===== src/hdl/disk_read_pkg.sv =====
// Shared constants and types for the disk read command executor
package disk_read_pkg;
  // Task file addresses
  localparam logic [9:0] OFF_DATA     = 10'h1F0;
  localparam logic [9:0] OFF_FEATURE  = 10'h1F1;
  localparam logic [9:0] OFF_TALLY    = 10'h1F2;
  localparam logic [9:0] OFF_SECTOR   = 10'h1F3;
  localparam logic [9:0] OFF_TRACK_LO = 10'h1F4;
  localparam logic [9:0] OFF_TRACK_HI = 10'h1F5;
  localparam logic [9:0] OFF_DRVHEAD  = 10'h1F6;
  localparam logic [9:0] OFF_COMMAND  = 10'h1F7;
  // Command codes
  localparam logic [7:0] CMD_READ      = 8'h20;
  localparam logic [7:0] CMD_READ_NR   = 8'h21;
  localparam logic [7:0] CMD_READ_MULT = 8'hC4;
  localparam logic [7:0] CMD_DMA       = 8'hC8;
  localparam logic [7:0] CMD_DMA_NR    = 8'hC9;
  localparam logic [7:0] CMD_VERIFY    = 8'h40;
  localparam logic [7:0] CMD_VERIFY_NR = 8'h41;
  localparam logic [7:0] CMD_SET_MULT  = 8'hC6;
  localparam logic [7:0] CMD_SET_FEAT  = 8'hEF;
  // Transfer mode feature and mode ranges
  localparam logic [7:0] FEAT_XFER_MODE = 8'h03;
  localparam logic [4:0] MODE_MDMA      = 5'h04;
  localparam logic [2:0] MDMA_MAX       = 3'h2;
  localparam logic [4:0] MODE_UDMA      = 5'h08;
  localparam logic [2:0] UDMA_MAX       = 3'h5;
  // Status and error bit positions
  localparam int ST_BSY  = 7;
  localparam int ST_DRDY = 6;
  localparam int ST_DSC  = 4;
  localparam int ST_DRQ  = 3;
  localparam int ST_ERR  = 0;
  localparam int ER_UNC  = 6;
  localparam int ER_ABRT = 2;
  // Reset values
  localparam logic [7:0] TASK_RESET  = 8'h00;
  localparam logic [7:0] SECT_RESET  = 8'h01;
  localparam logic [7:0] MODE_RESET  = 8'h00;
  // Zero count means the full range
  localparam logic [8:0] FULL_COUNT  = 9'h100;
  // Read command family
  typedef enum logic [1:0] {
    K_PIO  = 2'b00,
    K_MULT = 2'b01,
    K_DMA  = 2'b10,
    K_VFY  = 2'b11
  } kind_t;
  // Executor states
  typedef enum logic [1:0] {
    S_IDLE  = 2'b00,
    S_FETCH = 2'b01,
    S_XFER  = 2'b10
  } state_t;
  // Sector fetch states
  typedef enum logic [1:0] {
    F_IDLE = 2'b00,
    F_SEEK = 2'b01,
    F_READ = 2'b10
  } fstate_t;
endpackage : disk_read_pkg


===== src/hdl/fetch_if.sv =====
// Request and result path between executor and sector fetch unit
`timescale 1ns/1ps
interface fetch_if;
  logic        start;     // One-cycle request for a sector
  logic [19:0] trackKey;  // Track that holds the sector
  logic [7:0]  sectorKey; // Sector within the track
  logic        done;      // One-cycle completion
  logic        bad;       // Unrecoverable with done
  modport exec (output start, trackKey, sectorKey, input done, bad);
  modport unit (input start, trackKey, sectorKey, output done, bad);
endinterface : fetch_if


===== src/hdl/sector_fetch.sv =====
// Seeks when needed, reads one sector, retries on media error
`timescale 1ns/1ps
module sector_fetch
  import disk_read_pkg::*;
#(
  parameter logic [3:0] RETRY_LIMIT = 4'h3
) (
  // Clock and reset
  input  wire logic        clk,
  input  wire logic        reset,
  // Executor side
  fetch_if.unit            fi,
  // Media side
  output logic             seekGo,
  output logic [19:0]      mediaTrack,
  input  wire logic        seekDone,
  output logic             readGo,
  output logic [7:0]       mediaSector,
  input  wire logic        readDone,
  input  wire logic        readBad
);
  fstate_t     fst_q,   fst_d;    // Fetch state
  logic [19:0] trk_q,   trk_d;    // Track under the heads
  logic        trkOk_q, trkOk_d;  // Head position known
  logic [7:0]  sec_q,   sec_d;    // Target sector
  logic [3:0]  tries_q, tries_d;  // Retries used
  logic        seek_q,  seek_d;
  logic        read_q,  read_d;
  logic        done_q,  done_d;
  logic        bad_q,   bad_d;

  // Next state of the fetch sequence
  always_comb begin
    fst_d   = fst_q;
    trk_d   = trk_q;
    trkOk_d = trkOk_q;
    sec_d   = sec_q;
    tries_d = tries_q;
    seek_d  = 1'b0;
    read_d  = 1'b0;
    done_d  = 1'b0;
    bad_d   = bad_q;
    unique case (fst_q)
      F_IDLE: begin
        if (fi.start) begin
          sec_d   = fi.sectorKey;
          tries_d = 4'h0;
          bad_d   = 1'b0;
          trk_d   = fi.trackKey;
          if (!trkOk_q || fi.trackKey != trk_q) begin
            // Implied seek before touching the sector
            seek_d = 1'b1;
            fst_d  = F_SEEK;
          end else begin
            read_d = 1'b1;
            fst_d  = F_READ;
          end
        end
      end
      F_SEEK: begin
        if (seekDone) begin
          trkOk_d = 1'b1;
          read_d  = 1'b1;
          fst_d   = F_READ;
        end
      end
      F_READ: begin
        if (readDone) begin
          if (readBad && tries_q < RETRY_LIMIT) begin
            // Retry regardless of the command's retry bit
            tries_d = tries_q + 4'h1;
            read_d  = 1'b1;
          end else begin
            done_d = 1'b1;
            bad_d  = readBad;
            fst_d  = F_IDLE;
          end
        end
      end
      // Unused code falls back to idle
      default: fst_d = F_IDLE;
    endcase
  end

  // Fetch registers
  always_ff @(posedge clk or posedge reset) begin
    if (reset) begin
      fst_q   <= F_IDLE;
      trk_q   <= 20'h00000;
      trkOk_q <= 1'b0;
      sec_q   <= 8'h00;
      tries_q <= 4'h0;
      seek_q  <= 1'b0;
      read_q  <= 1'b0;
      done_q  <= 1'b0;
      bad_q   <= 1'b0;
    end else begin
      fst_q   <= fst_d;
      trk_q   <= trk_d;
      trkOk_q <= trkOk_d;
      sec_q   <= sec_d;
      tries_q <= tries_d;
      seek_q  <= seek_d;
      read_q  <= read_d;
      done_q  <= done_d;
      bad_q   <= bad_d;
    end
  end

  assign seekGo      = seek_q;
  assign readGo      = read_q;
  assign mediaTrack  = trk_q;
  assign mediaSector = sec_q;
  assign fi.done     = done_q;
  assign fi.bad      = bad_q;
endmodule : sector_fetch


===== src/hdl/disk_read_command_executor.sv =====
// Read command family executor behind the parallel task file
// Functional notes
// - 20h and 21h run sector read
// - block address is head, track, sector
// - Zero tally means 256 sectors
// - Seek to track before reading
// - Always retry failing sector
// - Data request precedes data, even erroneous
// - Success: last address kept, tally zero
// - Read error: stop, failing address, remainder
// - C4h runs multiple sector read
// - Multiple read flags only at blocks
// - Full blocks, then remainder block
// - Multiple without block size aborts
// - C8h/C9h DMA, device drives DMARQ
// - DMA status posted once at end
// - DMA error stops, interrupts, reports
// - Feature command picks DMA mode
// - 40h/41h verify, no data sent
// - Verify done: idle, interrupt, last address
// - Verify error: stop, address, remainder
// - Command write starts execution
`timescale 1ns/1ps
module disk_read_command_executor
  import disk_read_pkg::*;
#(
  parameter int         SECTOR_WORDS      = 256,
  parameter logic [7:0] SECTORS_PER_TRACK = 8'h3F,
  parameter logic [4:0] HEAD_COUNT        = 5'h10,
  parameter logic [7:0] MAX_BLOCK         = 8'h10,
  parameter logic [3:0] RETRY_LIMIT       = 4'h3
) (
  // Clock and reset
  input  wire logic        clk,
  input  wire logic        reset,
  // Task file access
  input  wire logic [9:0]  hostAddr,
  input  wire logic        hostWr,
  input  wire logic [7:0]  hostWrData,
  input  wire logic        hostRd,
  output logic [15:0]      hostRdData,
  // Host signalling
  output logic             intrq,
  output logic             dmarq,
  input  wire logic        dmaStrobe,
  output logic [7:0]       xferMode,
  // Sector data from the media
  input  wire logic [15:0] mediaWord,
  output logic             wordPull,
  // Media control
  output logic             seekGo,
  output logic [19:0]      mediaTrack,
  input  wire logic        seekDone,
  output logic             readGo,
  output logic [7:0]       mediaSector,
  input  wire logic        readDone,
  input  wire logic        readBad
);
  localparam int WW = $clog2(SECTOR_WORDS + 1);
  localparam logic [WW-1:0] LAST_WORD = WW'(SECTOR_WORDS - 1);

  // Parameter sanity
  if (SECTOR_WORDS < 1 || SECTORS_PER_TRACK == 8'h00 ||
      HEAD_COUNT == 5'h00 || HEAD_COUNT > 5'h10 || MAX_BLOCK == 8'h00)
    $error("disk_read_command_executor: unsupported parameters");

  fetch_if fi ();

  // Next address after a sector, CHS or block form
  function automatic logic [31:0] nextAddr(input logic [31:0] a);
    logic [31:0] r;
    r = a;
    if (a[30]) begin
      r[27:0] = a[27:0] + 28'h1;
    end else if (a[7:0] < SECTORS_PER_TRACK) begin
      r[7:0] = a[7:0] + 8'h01;
    end else begin
      r[7:0] = 8'h01;
      if ({1'b0, a[27:24]} + 5'h01 < HEAD_COUNT) begin
        r[27:24] = a[27:24] + 4'h1;
      end else begin
        r[27:24] = 4'h0;
        r[23:8]  = a[23:8] + 16'h0001;
      end
    end
    return r;
  endfunction : nextAddr

  state_t      st_q,    st_d;     // Executor state
  kind_t       kind_q,  kind_d;   // Running command family
  logic [7:0]  feat_q,  feat_d;   // Feature parameter
  logic [7:0]  err_q,   err_d;    // Error information
  logic [7:0]  tally_q, tally_d;  // Sector tally
  logic [31:0] addr_q,  addr_d;   // Drive/head, tracks, sector
  logic [8:0]  rem_q,   rem_d;    // Sectors still to do
  logic [8:0]  blk_q,   blk_d;    // Sectors left in this block
  logic [7:0]  bsize_q, bsize_d;  // Block size from setup
  logic        mult_q,  mult_d;   // Multiple mode enabled
  logic [WW-1:0] wcnt_q, wcnt_d;  // Words sent of this sector
  logic        fail_q,  fail_d;   // Sector in transfer failed
  logic        bsy_q,   bsy_d;
  logic        drq_q,   drq_d;
  logic        errb_q,  errb_d;
  logic        irq_q,   irq_d;
  logic        dmarq_q, dmarq_d;
  logic [7:0]  mode_q,  mode_d;
  logic        pull_q,  pull_d;
  logic [15:0] rdat_q,  rdat_d;
  logic        cmdWr, take, lastWord;
  logic [7:0]  status;
  logic [8:0]  fullCnt;

  // Status byte as the host sees it
  assign status = {bsy_q, 1'b1, 1'b0, 1'b1, drq_q, 2'b00, errb_q};
  // Task file writes only count while idle
  assign cmdWr = hostWr && !bsy_q && !drq_q && hostAddr == OFF_COMMAND;
  assign fullCnt = (tally_q == 8'h00) ? FULL_COUNT : {1'b0, tally_q};
  // One data word moves, by PIO read or DMA strobe
  assign take = (st_q == S_XFER) &&
                (kind_q == K_DMA ? dmaStrobe
                                 : hostRd && hostAddr == OFF_DATA);
  assign lastWord = take && wcnt_q == LAST_WORD;
  // Keys follow the next address so a chained fetch gets the new sector
  assign fi.trackKey  = addr_d[30] ? addr_d[27:8]
                                   : {addr_d[23:8], addr_d[27:24]};
  assign fi.sectorKey = addr_d[7:0];

  // Command decode, sequencing and task file
  always_comb begin
    st_d = st_q; kind_d = kind_q; feat_d = feat_q; err_d = err_q;
    tally_d = tally_q; addr_d = addr_q; rem_d = rem_q; blk_d = blk_q;
    bsize_d = bsize_q; mult_d = mult_q; wcnt_d = wcnt_q;
    fail_d = fail_q; bsy_d = bsy_q; drq_d = drq_q; errb_d = errb_q;
    dmarq_d = dmarq_q; mode_d = mode_q; rdat_d = rdat_q;
    irq_d = irq_q; pull_d = 1'b0; fi.start = 1'b0;
    // Status read acknowledges the interrupt
    if (hostRd && hostAddr == OFF_COMMAND) irq_d = 1'b0;
    // Register reads
    if (hostRd) begin
      unique case (hostAddr)
        OFF_FEATURE:  rdat_d = {8'h00, err_q};
        OFF_TALLY:    rdat_d = {8'h00, tally_q};
        OFF_SECTOR:   rdat_d = {8'h00, addr_q[7:0]};
        OFF_TRACK_LO: rdat_d = {8'h00, addr_q[15:8]};
        OFF_TRACK_HI: rdat_d = {8'h00, addr_q[23:16]};
        OFF_DRVHEAD:  rdat_d = {8'h00, addr_q[31:24]};
        OFF_COMMAND:  rdat_d = {8'h00, status};
        default:      rdat_d = 16'h0000;
      endcase
    end
    // Parameter writes while idle
    if (hostWr && !bsy_q && !drq_q) begin
      unique case (hostAddr)
        OFF_FEATURE:  feat_d = hostWrData;
        OFF_TALLY:    tally_d = hostWrData;
        OFF_SECTOR:   addr_d[7:0] = hostWrData;
        OFF_TRACK_LO: addr_d[15:8] = hostWrData;
        OFF_TRACK_HI: addr_d[23:16] = hostWrData;
        OFF_DRVHEAD:  addr_d[31:24] = hostWrData;
        default: ;
      endcase
    end
    unique case (st_q)
      S_IDLE: begin
        if (cmdWr) begin
          // Execution starts on the command write
          err_d = 8'h00; errb_d = 1'b0; fail_d = 1'b0;
          rem_d = fullCnt; blk_d = 9'h000;
          unique case (hostWrData)
            CMD_READ, CMD_READ_NR,
            CMD_VERIFY, CMD_VERIFY_NR,
            CMD_DMA, CMD_DMA_NR: begin
              kind_d = hostWrData[7] ? K_DMA
                     : (hostWrData[6] ? K_VFY : K_PIO);
              bsy_d = 1'b1; fi.start = 1'b1; st_d = S_FETCH;
            end
            CMD_READ_MULT: begin
              kind_d = K_MULT;
              if (mult_q) begin
                bsy_d = 1'b1; fi.start = 1'b1; st_d = S_FETCH;
              end else begin
                err_d[ER_ABRT] = 1'b1; errb_d = 1'b1;
                irq_d = 1'b1;
              end
            end
            CMD_SET_MULT: begin
              irq_d = 1'b1;
              if (tally_q == 8'h00) begin
                mult_d = 1'b0;
              end else if (tally_q <= MAX_BLOCK &&
                           (tally_q & (tally_q - 8'h01)) == 8'h00) begin
                bsize_d = tally_q; mult_d = 1'b1;
              end else begin
                err_d[ER_ABRT] = 1'b1; errb_d = 1'b1;
              end
            end
            CMD_SET_FEAT: begin
              irq_d = 1'b1;
              if (feat_q == FEAT_XFER_MODE &&
                  ((tally_q[7:3] == MODE_MDMA && tally_q[2:0] <= MDMA_MAX) ||
                   (tally_q[7:3] == MODE_UDMA && tally_q[2:0] <= UDMA_MAX)))
                mode_d = tally_q;
              else begin
                err_d[ER_ABRT] = 1'b1; errb_d = 1'b1;
              end
            end
            default: begin
              err_d[ER_ABRT] = 1'b1; errb_d = 1'b1; irq_d = 1'b1;
            end
          endcase
        end
      end
      S_FETCH: begin
        if (fi.done) begin
          if (fi.bad && (kind_q == K_VFY || kind_q == K_DMA)) begin
            // Stop at the failing sector, remainder left in tally
            err_d[ER_UNC] = 1'b1; errb_d = 1'b1;
            tally_d = rem_q[7:0]; bsy_d = 1'b0;
            irq_d = 1'b1; st_d = S_IDLE;
          end else if (kind_q == K_VFY) begin
            if (rem_q == 9'h001) begin
              // Verified all; address stays on the last sector
              tally_d = 8'h00; bsy_d = 1'b0;
              irq_d = 1'b1; st_d = S_IDLE;
            end else begin
              rem_d = rem_q - 9'h001; tally_d = rem_d[7:0];
              addr_d = nextAddr(addr_q); fi.start = 1'b1;
            end
          end else begin
            st_d = S_XFER; wcnt_d = '0; fail_d = fi.bad;
            if (fi.bad) begin
              err_d[ER_UNC] = 1'b1; errb_d = 1'b1;
            end
            if (kind_q == K_DMA) begin
              dmarq_d = 1'b1;
            end else if (kind_q == K_PIO) begin
              drq_d = 1'b1; bsy_d = 1'b0;
              irq_d = 1'b1;
            end else if (blk_q == 9'h000) begin
              // Block start: full block or remainder block
              blk_d = (rem_q < {1'b0, bsize_q}) ? rem_q
                                                : {1'b0, bsize_q};
              drq_d = 1'b1; bsy_d = 1'b0; irq_d = 1'b1;
            end
          end
        end
      end
      S_XFER: begin
        if (take) begin
          rdat_d = mediaWord; pull_d = 1'b1;
          wcnt_d = wcnt_q + WW'(1);
        end
        if (lastWord) begin
          dmarq_d = 1'b0; blk_d = blk_q - 9'h001;
          if (fail_q) begin
            tally_d = rem_q[7:0]; drq_d = 1'b0;
            bsy_d = 1'b0; st_d = S_IDLE;
          end else if (rem_q == 9'h001) begin
            tally_d = 8'h00; drq_d = 1'b0;
            bsy_d = 1'b0; st_d = S_IDLE;
            if (kind_q == K_DMA) irq_d = 1'b1;
          end else begin
            rem_d = rem_q - 9'h001; tally_d = rem_d[7:0];
            addr_d = nextAddr(addr_q); fi.start = 1'b1;
            st_d = S_FETCH;
            if (kind_q != K_DMA && !(kind_q == K_MULT && blk_q != 9'h001))
            begin
              drq_d = 1'b0; bsy_d = 1'b1;
            end
          end
        end
      end
      default: st_d = S_IDLE;
    endcase
  end

  // Executor registers
  always_ff @(posedge clk or posedge reset) begin
    if (reset) begin
      st_q <= S_IDLE; kind_q <= K_PIO; feat_q <= TASK_RESET;
      err_q <= TASK_RESET; tally_q <= SECT_RESET;
      addr_q <= {TASK_RESET, TASK_RESET, TASK_RESET, SECT_RESET};
      rem_q <= 9'h000; blk_q <= 9'h000; bsize_q <= TASK_RESET;
      mult_q <= 1'b0; wcnt_q <= '0; fail_q <= 1'b0; bsy_q <= 1'b0;
      drq_q <= 1'b0; errb_q <= 1'b0; irq_q <= 1'b0; dmarq_q <= 1'b0;
      mode_q <= MODE_RESET; pull_q <= 1'b0; rdat_q <= 16'h0000;
    end else begin
      st_q <= st_d; kind_q <= kind_d; feat_q <= feat_d;
      err_q <= err_d; tally_q <= tally_d; addr_q <= addr_d;
      rem_q <= rem_d; blk_q <= blk_d; bsize_q <= bsize_d;
      mult_q <= mult_d; wcnt_q <= wcnt_d; fail_q <= fail_d;
      bsy_q <= bsy_d; drq_q <= drq_d; errb_q <= errb_d;
      irq_q <= irq_d; dmarq_q <= dmarq_d; mode_q <= mode_d;
      pull_q <= pull_d; rdat_q <= rdat_d;
    end
  end

  assign hostRdData = rdat_q;
  assign intrq      = irq_q;
  assign dmarq      = dmarq_q;
  assign xferMode   = mode_q;
  assign wordPull   = pull_q;

  // Seek, retry and media handshakes
  sector_fetch #(.RETRY_LIMIT(RETRY_LIMIT)) u_fetch (
    .clk        (clk),
    .reset      (reset),
    .fi         (fi.unit),
    .seekGo     (seekGo),
    .mediaTrack (mediaTrack),
    .seekDone   (seekDone),
    .readGo     (readGo),
    .mediaSector(mediaSector),
    .readDone   (readDone),
    .readBad    (readBad)
  );
endmodule : disk_read_command_executor


===== config.mk =====
export PLATFORM = sky130hd
export DESIGN_NAME = disk_read_command_executor
export DESIGN_NICKNAME = d
export VERILOG_FILES = /design/src/hdl/disk_read_pkg.sv /design/src/hdl/fetch_if.sv /design/src/hdl/sector_fetch.sv /design/src/hdl/disk_read_command_executor.sv
export SDC_FILE = /design/constraint.sdc
export NUM_CORES = 1
export LEC_CHECK = 0
export BUFFER_PORTS_ARGS = -buffer_cell sky130_fd_sc_hd__clkbuf_2
export CORE_AREA = 4 4 167 169
export DETAILED_ROUTE_END_ITERATION = 8
export DIE_AREA = 0 0 171 173
export PLACE_DENSITY = 0.63
export SETUP_SLACK_MARGIN = 0.2
export SLEW_MARGIN = 20
export SYNTH_ARGS = -nofsm -noshare
export SYNTH_HDL_FRONTEND = slang
export SYNTH_SLANG_ARGS = --single-unit

===== constraint.sdc =====
create_clock -name clk -period 5.9 [get_ports clk]
set_input_delay 1.77 -clock clk [delete_from_list [all_inputs] [get_ports clk]]
set_output_delay 1.77 -clock clk [all_outputs]
set_load 0.1 [all_outputs]

# After elaboration in Yosys (flattened, before gate mapping)

Cells that the tools add are included.

$add $sub $neg: 10
Multipliers: 0
Div/mod/pow operators: 0
Order comparisons: 7
Equality and inequality tests: 58
Shift-type cells: 0
Muxes and demuxes: 176
Bitwise operators: 2
Reductions and logical operators: 55

Operator list:

| kind                                                                   | count |
|---|---|
| 32-bit two-way mux                                                     | 7 |
| 9-bit two-way mux                                                      | 21 |
| 8-bit two-way mux                                                      | 13 |
| 1-bit two-way mux                                                      | 84 |
| 10-bit by 9-bit equality test with 1-bit output, second input constant | 8 |
| 16-bit two-way mux                                                     | 4 |
| 32-bit case mux with 2 select lines                                    | 1 |
| 8-bit case mux with 7 select lines                                     | 1 |
| 9-bit case mux with 3 select lines                                     | 2 |
| 8-bit equality test, second input constant                             | 5 |
| 20-bit two-way mux                                                     | 2 |
| 2-bit inequality test, second input constant                           | 16 |
| 28-bit by 1-bit adder with 28-bit output, second input constant        | 1 |
| 2-bit two-way mux                                                      | 14 |
| 28-bit two-way mux                                                     | 1 |
| 20-bit inequality test                                                 | 1 |
| 4-bit AND reduction                                                    | 5 |
| 5-bit AND reduction                                                    | 4 |
| 1-bit case mux with 2 select lines                                     | 9 |
| 9-bit case mux with 2 select lines                                     | 1 |
| 9-bit by 1-bit subtractor with 9-bit output, second input constant     | 2 |
| 16-bit by 1-bit adder with 16-bit output, second input constant        | 1 |
| 8-bit by 6-bit equality test with 1-bit output, second input constant  | 2 |
| 8-bit by 7-bit equality test with 1-bit output, second input constant  | 2 |
| other kinds (53)                                                       | 101 |

Flip-flop bits (word level): 160
Bits in latches: 0
RAM bits: 0
Bits in read-only memories: 0
Input port bits: 42
Output and inout bits: 57
Word-level logic and storage cells: 338
Memories kept: 0

# Logic depth before layout (Yosys ltp)

Gate-level depths: netlist (run 1).

Word-level depth: 16
Gate-level depth with buffers: 20
Gate-level depth less buffers: 18

# By module

From an unflattened synthesis (run 1), not the netlist that was laid out.

Cells, all modules: 1168
Area total of the unflattened synthesis: 10548.9 µm²

Modules (own cells, without submodules):

| module                     | times used | cells an instance | area each (µm²) | seq. area each (µm²) |
|---|---|---|---|---|
| disk_read_command_executor | 1          | 1036              | 8788.4          | 3030.4 |
| sector_fetch               | 1          | 132               | 1760.4          | 975.9 |

# Least setup slack after synthesis (run 1)

Ideal clock, no wire load.

Path kind: in2reg
Start: input port hostAddr[0]
End: register u_fetch.fst_q[0]
Setup time: 0.142 ns
Arrival time: 4.881 ns
Required time: 5.758 ns
Slack: 0.877 ns
Stages on the path: 14
Path buffers: 1
Path through: or3b_1 > or3_1 > o31a_1 > nand2b_4 > buf_6 > o21ai_4 > a22oi_4 > clkinv_4 > mux2i_1 > xnor2_2 > o2111ai_1 > or4_1 > nor4_2 > o32ai_1

Word-level cells in the longest chain between the ends: 14
Elaborated cells between the ends (all ways): 32
Those cells by class: eq/ne: 7; mux: 19; reduce/logical: 6

RTL lines:

| element                                         | RTL line                          | source |
|---|---|---|
| start, declared                                 | disk_read_command_executor.sv:37  | `input wire logic [9:0] hostAddr,` |
| 10-bit by 9-bit equality test with 1-bit output | disk_read_command_executor.sv:153 | `unique case (hostAddr)` |
| 8-bit two-way mux                               | disk_read_command_executor.sv:153 |  |
| 32-bit two-way mux                              | disk_read_command_executor.sv:152 | `if (hostWr && !bsy_q && !drq_q) begin` |
| 32-bit two-way mux                              | disk_read_command_executor.sv:221 | `if (rem_q == 9'h001) begin` |
| 32-bit two-way mux                              | disk_read_command_executor.sv:220 | `end else if (kind_q == K_VFY) begin` |
| 32-bit two-way mux                              | disk_read_command_executor.sv:215 | `if (fi.bad && (kind_q == K_VFY \|\| kind_q == K_DMA)) begin` |
| 32-bit two-way mux                              | disk_read_command_executor.sv:214 | `if (fi.done) begin` |
| 32-bit case mux with 2 select lines             | disk_read_command_executor.sv:163 | `unique case (st_q)` |
| 20-bit two-way mux                              | disk_read_command_executor.sv:124 | `assign fi.trackKey = addr_d[30] ? addr_d[27:8]` |
| 20-bit inequality test                          | sector_fetch.sv:50                | `if (!trkOk_q \|\| fi.trackKey != trk_q) begin` |
| 1-bit logical OR                                | sector_fetch.sv:50                |  |
| 2-bit two-way mux                               | sector_fetch.sv:50                |  |
| 2-bit two-way mux                               | sector_fetch.sv:45                | `if (fi.start) begin` |
| 2-bit case mux with 3 select lines              | sector_fetch.sv:43                | `unique case (fst_q)` |
| end signal, assigned                            | sector_fetch.sv:98                | `fst_q <= fst_d;` |
| end, declared                                   | sector_fetch.sv:22                | `fstate_t fst_q, fst_d;` |

Several ways; a longest one is shown, not always the timed one. The select of a mux whose other input is x is not followed.
A chain may end at the register's enable or synchronous reset.

# Worst setup path in the final report (run 1)

Ends and elaborated chain as after synthesis.

==> flow_summary.yaml, run 1 <==
setup_path:
  path_cells: "clkbuf_2 > or3b_1 > or3_1 > o31a_1 > nand2b_4 > o21ai_4 > a22oi_4 > clkinv_4 > mux2i_1 > xnor2_2 > o2111ai_1 > or4_1 > nor4_2 > o32ai_1"
  crit_slowest_cell: "or4_1"
  crit_family: "simple AND/OR/NAND/NOR gates"
  crit_buf_inv: 2
  required_ns: 6.20
  critPathKind: "primary input to flip-flop"
  ff2ff_setup_slack_ns: 1.18
  end_kind: "flip-flop"
  crit_arrival_ns: 5.52
  cpPeakStageDelay_ns: 0.57
  r2r_cells: 18
  worstSetupStartpointType: "primary input"
  cp_max_fo: 16
  path_depth: 14
global_route:
  antenna_found_initial: 1
  grt_overflow: 0
  grt_pass1_wl_um: 51020
  grt_usage: 0.2141
  grt_max_degree: 161
  first_global_vias: 9211
clock_network:
  cts_inserted_buffers: 17
  clk_latency_ns: 0.44
  post_cts_buffers: 0
  numClockSinks: 160
  h-tree-depth: 4
  cts_root_buf: "clkbuf_16"
  cts-hold-fix-buffers: 0
  clk_pin_slew_ns: 0.06
  cts_tree: "built"
  cts_max_path_buffers: 2
  ctsResizeCount: 0
sta:
  skew_ns: 0.01325
  tightest_slew_ns: 0.8764
  hold_violations: 0
  maxSlewViolCount: 0
  fin_tns_setup_ns: 0
  post-route-period-util: 0.8857
  fmax_mhz: 191.4
  relSlewSlack: 0.4157
  rsz0062_at_grt: "no"
  worst_slack_ns: 0.6744
  setup_viol_count_final: 0
  layout_min_cycle_time_ns: 5.226
  holdWs_ns: 0.4818
final_layout:
  syn_to_final_growth_pct: 13.09
  mostFrequentLayoutCells: "158 x dfrtp_1, 154 x nand2_1, 98 x clkbuf_2"
  drive_above_1_share: 0.1721
  diodes: 0
  finalNetCount: 1340
  layout_commonest_cell: "dfrtp_1"
  finish.utilization: 0.4435
  seq_area_um2: 4006
  fillCellCount: 2621
  multi_input_area_um2: 5933
logic_synthesis:
  synthCells: 1206
  synth-seq-cells: 160
  yosysSeqAreaShare: 0.3844
  synth_edf_count: 0
  synth_cell_types: 89
  netlist_area_um2: 10420
  synth_flop_cell: "dfrtp_1"
  synth-async-reset-ratio: 1.000
  yosys_warnings: 0
  syn_area_per_cell_um2: 8.642
  syn-num-nets: 1269
power_and_ir_drop:
  share_seq_of_total_power: 0.369
  switching_share: 0.3919
  pwr-share-comb: 0.332
  power.switching_w: 0.001362
  clkPwrFrac: 0.300
  p_int_w: 0.002114
  power_density_nw_per_um2: 294.9
  vdd_ir_drop_max_uv: 161.7
  p_leak_nw: 5.243
route:
  antenna_left: 0
  routed_via_density: 5.885
  route.detailed.drc: 0
  wl_um: 31880
  drt_first_iter_violations: 773
  vias: 9599
  dr.pass1.iters: 5
  wl_per_cell_um: 19.55
run_status:
  status: "completed"
place:
  place_ws_ns: 0.2930
  dp_hpwl_um: 23420
  port_buffers: 98
  place.gp.congestion: 0.9709
die:
  core_region_area_um2: 26580
  start_util: 0.3922
  die_w_um: 171
  die_h_um: 173
  io_pins: 99
  core.rowCount: 60
  dieArea_um2: 29580
run:
  maxCapViolations: 0
worst_hold_path:
  hold_depth: 1
  hold_class: "flip-flop to flip-flop"
-- cells by family (layout without fill, tap and decap cells) --
| group | after synthesis | in the layout | share of synthesized area |
|---|---|---|---|
| muxes | 94 | 94 | 0.09760 |
| adders and majority gates | 22 | 22 | 0.02617 |
| DFF | 160 | 160 | 0.3844 |
| xor gates and xnor gates | 34 | 34 | 0.02929 |
| AOI/OAI and AO/OA | 310 | 310 | 0.1934 |
| and+or+nand+nor | 465 | 465 | 0.2228 |
| buffers and inverters | 121 | 205 | 0.04634 |
-- layout make-up --
class	instances	area share
clock inverter	13	0.008917
clock buffer	19	0.03758
sequential	160	0.3399
multi-input combinational	925	0.5034
tap	341	0.03620
timing repair buffer	119	0.05605
inverter	54	0.01794
-- routing by layer --
layer / GRT usage / wire length [um] / up-vias / share of wire
met4: 0.06867 / 829 / 0 / 0.026
met5: 0 / 0 / - / 0
li1: - / - / 4526 / -
met2: 0.3513 / 15380 / 326 / 0.48
met1: 0.2861 / 13650 / 4689 / 0.43
met3: 0.03909 / 2028 / 58 / 0.064
-- state kept, by name, indices dropped and copies added (netlist names), 2 cells and up --
signal               cells
xferMode                 8
u_fetch.mediaTrack      20
st_q                     2
err_q                    2
blk_q                    9
wcnt_q                   9
rem_q                    9
kind_q                   2
bsize_q                  8
feat_q                   8
addr_q                  32
u_fetch.mediaSector      8
tally_q                  8
u_fetch.tries_q          4
u_fetch.fst_q            2
hostRdData              16
-- power by group through the flow --
| stage | combinational, W | clock, W | sequential, W |
|---|---|---|---|
| after CTS | 0.00114 | 0.00106 | 0.00128 |
| final | 0.00115 | 0.00104 | 0.00128 |
| after floorplan | 0.000920 | 0 | 0.00124 |
| after detailed placement | 0.00114 | 0 | 0.00130 |
| after global routing | 0.00129 | 0.00111 | 0.00129 |
| after global placement | 0.00112 | 0 | 0.00129 |
-- per-stage QoR --
stage	power [W]	cell area (um2)	cells
global route	0.003691	11790	1631
CTS	0.003483	11790	1631
detailed placement	0.002432	11240	1599
floorplan	0.002158	10430	1206
finish	0.003476	11790	1631
global placement	0.002418	11240	1599
-- cells in the mapped netlist, drive strengths merged, types with 8 or more instances --
| cell | count | share of area |
|---|---|---|
| xor2 | 12 | 0.010 |
| nand4 | 19 | 0.011 |
| inv | 51 | 0.018 |
| nand4b | 8 | 0.0067 |
| ha | 21 | 0.025 |
| a21oi | 91 | 0.045 |
| o221ai | 12 | 0.010 |
| o22a | 8 | 0.0067 |
| o22ai | 12 | 0.0072 |
| nor3 | 46 | 0.024 |
| nand3 | 46 | 0.022 |
| dfrtp | 158 | 0.38 |
| or3 | 10 | 0.0060 |
| and3 | 11 | 0.0066 |
| buf | 18 | 0.0086 |
| clkbuf | 49 | 0.018 |
| nand2b | 15 | 0.0097 |
| nor4 | 17 | 0.013 |
| and2 | 14 | 0.0084 |
| nand2 | 154 | 0.055 |
| mux2 | 41 | 0.044 |
| nor2 | 89 | 0.032 |
| mux2i | 51 | 0.049 |
| a21o | 8 | 0.0058 |
| o21ai | 81 | 0.040 |
| xnor2 | 22 | 0.019 |
| a31oi | 15 | 0.0090 |
| nor2b | 8 | 0.0048 |
-- final timing paths --
check,startpoint,endpoint
worst min register to register,xferMode[3]$_DFFE_PP0P_,xferMode[3]$_DFFE_PP0P_
max in group asynchronous,reset,bsy_q$_DFFE_PP0P_
min in group asynchronous,reset,feat_q[2]$_DFFE_PP0P_
worst max register to register,wcnt_q[0]$_DFFE_PP0P_,u_fetch.fst_q[0]$_DFFE_PP0P_
worst max-delay path,hostAddr[0],u_fetch.fst_q[0]$_DFFE_PP0P_
worst min-delay path,xferMode[3]$_DFFE_PP0P_,xferMode[3]$_DFFE_PP0P_
No activity file was read; power rests on OpenSTA's default activity.
==> run 2: changes to the inputs <==
- REMOVE_ABC_BUFFERS: unset -> 1
==> flow_summary.yaml, run 2 (same netlist as run 1, synthesis figures left out) <==
place:
  place_area_um2: 11270
  numPlacedInstances: 1603
  port_buffers: 98
  place.gp.congestion: 0.9469
  dp_hpwl_um: 24150
route:
  drt_first_iter_violations: 919
  dr.pass1.iters: 5
  vias: 9686
  wl_um: 32940
  route.detailed.drc: 0
  wl_per_cell_um: 20.15
  antenna_left: 0
  routed_via_density: 5.924
worst_hold_path:
  hold_depth: 2
  holdPathEnd: "feat_q[7]$_DFFE_PP0P_"
  hold_class: "flip-flop to flip-flop"
  hp-start: "feat_q[7]$_DFFE_PP0P_"
sta:
  rsz0062_at_grt: "no"
  maxSlewViolCount: 0
  setup_viol_count_final: 0
  skew_ns: 0.01146
  tightest_slew_ns: 0.8136
  post-route-period-util: 0.8731
  layout_min_cycle_time_ns: 5.151
  relSlewSlack: 0.4566
  fmax_mhz: 194.1
  hold_violations: 0
clock_network:
  h-tree-depth: 4
  post_cts_buffers: 0
  cts_max_path_buffers: 2
  numClockSinks: 160
  cts_root_buf: "clkbuf_16"
  ctsResizeCount: 0
  cts_inserted_buffers: 17
  cts_tree: "built"
  cts-hold-fix-buffers: 0
  clk_latency_ns: 0.44
  clk_pin_slew_ns: 0.06
final_layout:
  syn_to_final_growth_pct: 13.65
  mostFrequentLayoutCells: "158 x dfrtp_1, 154 x nand2_1, 98 x clkbuf_2"
  layout_commonest_cell: "dfrtp_1"
  diodes: 0
  stdcell_count: 1635
  largest_register_ffs: 32
  top_register: "addr_q"
  fillCellCount: 2650
  drive_above_1_share: 0.1754
  design_area_um2: 11850
  finalNetCount: 1344
die:
  core.rowCount: 60
  die_h_um: 173
  dieArea_um2: 29580
  core_region_area_um2: 26580
  die_w_um: 171
  start_util: 0.3922
  io_pins: 99
setup_path:
  crit_arrival_ns: 5.45
  end_kind: "flip-flop"
  worstSetupStartpointType: "primary input"
  required_ns: 6.20
  r2r_cells: 18
  cp-startpoint: "hostAddr[3]"
  ff2ff_setup_slack_ns: 1.24
  rr_startpoint: "wcnt_q[0]$_DFFE_PP0P_"
  cp_max_fo: 6
  critPathKind: "primary input to flip-flop"
  timing.rr.end: "u_fetch.fst_q[0]$_DFFE_PP0P_"
global_route:
  grt_overflow: 0
  antenna_found_initial: 2
  first_global_vias: 9287
  grt_max_degree: 108
  grt_usage: 0.2188
  grt_pass1_wl_um: 51760
power_and_ir_drop:
  vdd_ir_drop_max_uv: 152.3
  p_leak_nw: 5.295
  power_density_nw_per_um2: 302.3
run:
  maxCapViolations: 0
run_status:
  status: "completed"
[run 2: metal layers]
metal	vias to the layer above	wire (um)	track usage
met2	352	15560	0.3503
met5	-	18	0
met1	4690	14050	0.2909
met3	87	1993	0.04458
li1	4553	-	-
met4	4	1313	0.08485
[run 2: area by class of cell]
| class | instances | area, um2 | area share |
|---|---|---|---|
| timing repair buffer | 123 | 690.7 | 0.05831 |
| multi-input combinational | 925 | 5933 | 0.5009 |
| inverter | 54 | 212.7 | 0.01796 |
| clock buffer | 17 | 425.4 | 0.03591 |
| tap | 341 | 426.7 | 0.03602 |
| sequential | 160 | 4006 | 0.3382 |
| clock inverter | 15 | 150.1 | 0.01268 |
[run 2: report_power, final]
part           leakage (nW)  internal, W  switching (W)
Sequential             2.18      0.00116       0.000117
Clock                 0.281     0.000596       0.000516
Combinational          2.83     0.000402       0.000786
[run 2: stage by stage]
stage                     setup slack [ns]  setup TNS (ns)  total power, W    util  hold slack, ns
after floorplan                    -0.1866          -29.48        0.002104       -          0.4412
after global placement              0.4232               0        0.002442  0.4241          0.4603
after detailed placement            0.3409               0        0.002462  0.4241          0.4655
after CTS                           0.7641               0        0.003579  0.4457          0.4794
after global routing                0.5367               0        0.003790  0.4457          0.4995
final                               0.7488               0        0.003581  0.4457          0.4750
[run 2: worst max-delay path by stage]
stage	slack (ns)	cells past startpoint	end
finish	0.75	13	u_fetch.fst_q[0]$_DFFE_PP0P_
global route	0.54	14	u_fetch.fst_q[0]$_DFFE_PP0P_
CTS	0.76	14	u_fetch.fst_q[0]$_DFFE_PP0P_
detailed placement	0.34	14	u_fetch.fst_q[0]$_DFFE_PP0P_
global placement	0.42	14	u_fetch.fst_q[0]$_DFFE_PP0P_
floorplan	-0.19	1	addr_q[10]$_DFF_PP0_
[run 2: critical path, stage by stage]
cell and delay [ns]:
clkbuf_2 0.16, nand4b_1 0.19, or4b_2 0.75, nor4_2 0.45, mux2i_1 0.24, nor2_1 0.05, a21oi_1 0.37, mux2i_1 0.19
xnor2_1 0.22, nand3_1 0.10, or4_1 0.43, nor4_2 0.40, o32ai_1 0.13
==> run 3: changes to the inputs <==
- BUFFER_PORTS_ARGS: -buffer_cell sky130_fd_sc_hd__clkbuf_2 -> unset
- DONT_BUFFER_PORTS: unset -> 1
- PLACE_DENSITY: 0.63 -> 0.6
==> flow_summary.yaml, run 3 (same netlist as run 1, synthesis figures left out) <==
final_layout:
  syn_to_final_growth_pct: 8.812
  largest_register_ffs: 32
  layout_commonest_cell: "dfrtp_1"
  mostFrequentLayoutCells: "158 x dfrtp_1, 154 x nand2_1, 88 x nor2_1, 88 x a21oi_1, 77 x o21ai_0"
  top_register: "addr_q"
  drive_above_1_share: 0.1041
  stdcell_count: 1533
  fillCellCount: 2650
  finish.utilization: 0.4267
  finalNetCount: 1241
clock_network:
  cts_tree: "built"
  clk_pin_slew_ns: 0.07
  clk_latency_ns: 0.45
  cts_root_buf: "clkbuf_16"
  cts-hold-fix-buffers: 0
  numClockSinks: 160
  ctsResizeCount: 0
  cts_inserted_buffers: 17
  post_cts_buffers: 0
  h-tree-depth: 4
  cts_max_path_buffers: 2
global_route:
  grt_max_degree: 91
  grt_usage: 0.2216
  use_met1: 0.2940
  antenna_found_initial: 1
  first_global_vias: 8960
  grt_overflow: 0
  grt-busiest-layer: "met2"
  use_met3: 0.04138
  grt_pass1_wl_um: 51830
  grt_use_met2: 0.3624
setup_path:
  crit_slowest_cell: "or4_1"
  required_ns: 6.21
  r2r_cells: 18
  crit_arrival_ns: 5.42
  path_cells: "nand4_1 > nor4_4 > a21oi_2 > nor3_4 > buf_4 > nor2_1 > a21oi_1 > mux2i_1 > xnor2_2 > o2111ai_1 > or4_1 > nor4_2 > o32ai_1"
  cp-startpoint: "hostAddr[7]"
  critPathKind: "primary input to flip-flop"
  worstSetupStartpointType: "primary input"
  rr_startpoint: "wcnt_q[0]$_DFFE_PP0P_"
  cpPeakStageDelay_ns: 0.60
  end_kind: "flip-flop"
  cp_max_fo: 14
route:
  routed_via_density: 6.046
  vias: 9268
  antenna_left: 0
  wl_um: 33210
  wl_per_cell_um: 21.66
  route.detailed.drc: 0
  dr.pass1.iters: 8
  drt_first_iter_violations: 872
place:
  place.gp.congestion: 0.9417
  dp_hpwl_um: 24250
  port_buffers: 0
  numPlacedInstances: 1500
power_and_ir_drop:
  switching_share: 0.4005
  clkPwrFrac: 0.316
  pwr-share-comb: 0.323
  vdd_ir_drop_max_uv: 200.1
  share_seq_of_total_power: 0.361
  p_leak_nw: 4.840
  power.switching_w: 0.001426
  power_density_nw_per_um2: 314.0
  p_int_w: 0.002135
  power_w: 0.003561
worst_hold_path:
  hold_class: "flip-flop to flip-flop"
  hold_depth: 2
  hp-start: "feat_q[7]$_DFFE_PP0P_"
sta:
  maxSlewViolCount: 0
  setup_viol_count_final: 0
  skew_ns: 0.01176
  tightest_slew_ns: 1.050
  hold_violations: 0
  fmax_mhz: 195.6
  rsz0062_at_grt: "no"
  relSlewSlack: 0.3003
  post-route-period-util: 0.8666
  layout_min_cycle_time_ns: 5.113
  fin_tns_setup_ns: 0
die:
  die_w_um: 171
  io_pins: 99
  start_util: 0.3922
  die_h_um: 173
  core_region_area_um2: 26580
  dieArea_um2: 29580
  core.rowCount: 60
run:
  maxCapViolations: 0
run_status:
  status: "completed"
run 3: final timing paths:
kind | endpoint | slack (ns)
setup / recovery | u_fetch.fst_q[0]$_DFFE_PP0P_ | 0.79
hold / removal | feat_q[7]$_DFFE_PP0P_ | 0.48
setup reg to reg | u_fetch.fst_q[0]$_DFFE_PP0P_ | 1.19
hold reg to reg | feat_q[7]$_DFFE_PP0P_ | 0.48
max in group asynchronous | blk_q[7]$_DFFE_PP0P_ | 3.67
min in group asynchronous | u_fetch.mediaTrack[5]$_DFFE_PP0P_ | 1.27
run 3: cell type report:
class,count,area [um2],area share
Clock buffer,17,425.4,0.03751
Clock inverter,15,171.4,0.01511
Antenna cell,1,2.502,0.0002207
Tap cell,341,426.7,0.03762
Sequential cell,160,4006,0.3533
Multi-Input combinational cell,925,5933,0.5232
Timing Repair Buffer,20,162.7,0.01434
Inverter,54,212.7,0.01876
run 3: per-stage QoR:
stage | area (um2) | hold slack [ns] | setup slack [ns]
floorplan | 10150 | 0.4412 | -0.1866
global placement | 10740 | 0.4613 | 0.4498
detailed placement | 10740 | 0.4633 | 0.3249
CTS | 11340 | 0.4795 | 0.7712
global route | 11340 | 0.5301 | 0.6042
finish | 11340 | 0.4770 | 0.7869
run 3: worst max-delay path: cells and delay by family:
| kind | cells | cell delay (ns) |
|---|---|---|
| multiplexers | 1 | 0.20 |
| AND/OR/NAND/NOR | 6 | 2.18 |
| AO/OA/AOI/OAI | 4 | 0.78 |
| buffers and inverters | 1 | 0.30 |
| XOR/XNOR | 1 | 0.20 |
run 3: routing by layer:
layer,vias to the layer above,routed length [um],share of wire
met1,4484,13890,0.42
li1,4340,-,-
met4,2,907,0.027
met5,-,75,0.0023
met2,378,16070,0.48
met3,64,2270,0.068
run 3: power by group through the flow:
| stage | Combinational [W] | Sequential, W | Clock (W) |
|---|---|---|---|
| 2_1_floorplan | 0.000845 | 0.00126 | 0 |
| 3_3_place_gp | 0.00112 | 0.00130 | 0 |
| 3_5_place_dp | 0.00113 | 0.00130 | 0 |
| 4_1_cts | 0.00114 | 0.00128 | 0.00114 |
| 5_1_grt | 0.00129 | 0.00130 | 0.00119 |
| 6_report | 0.00115 | 0.00128 | 0.00112 |
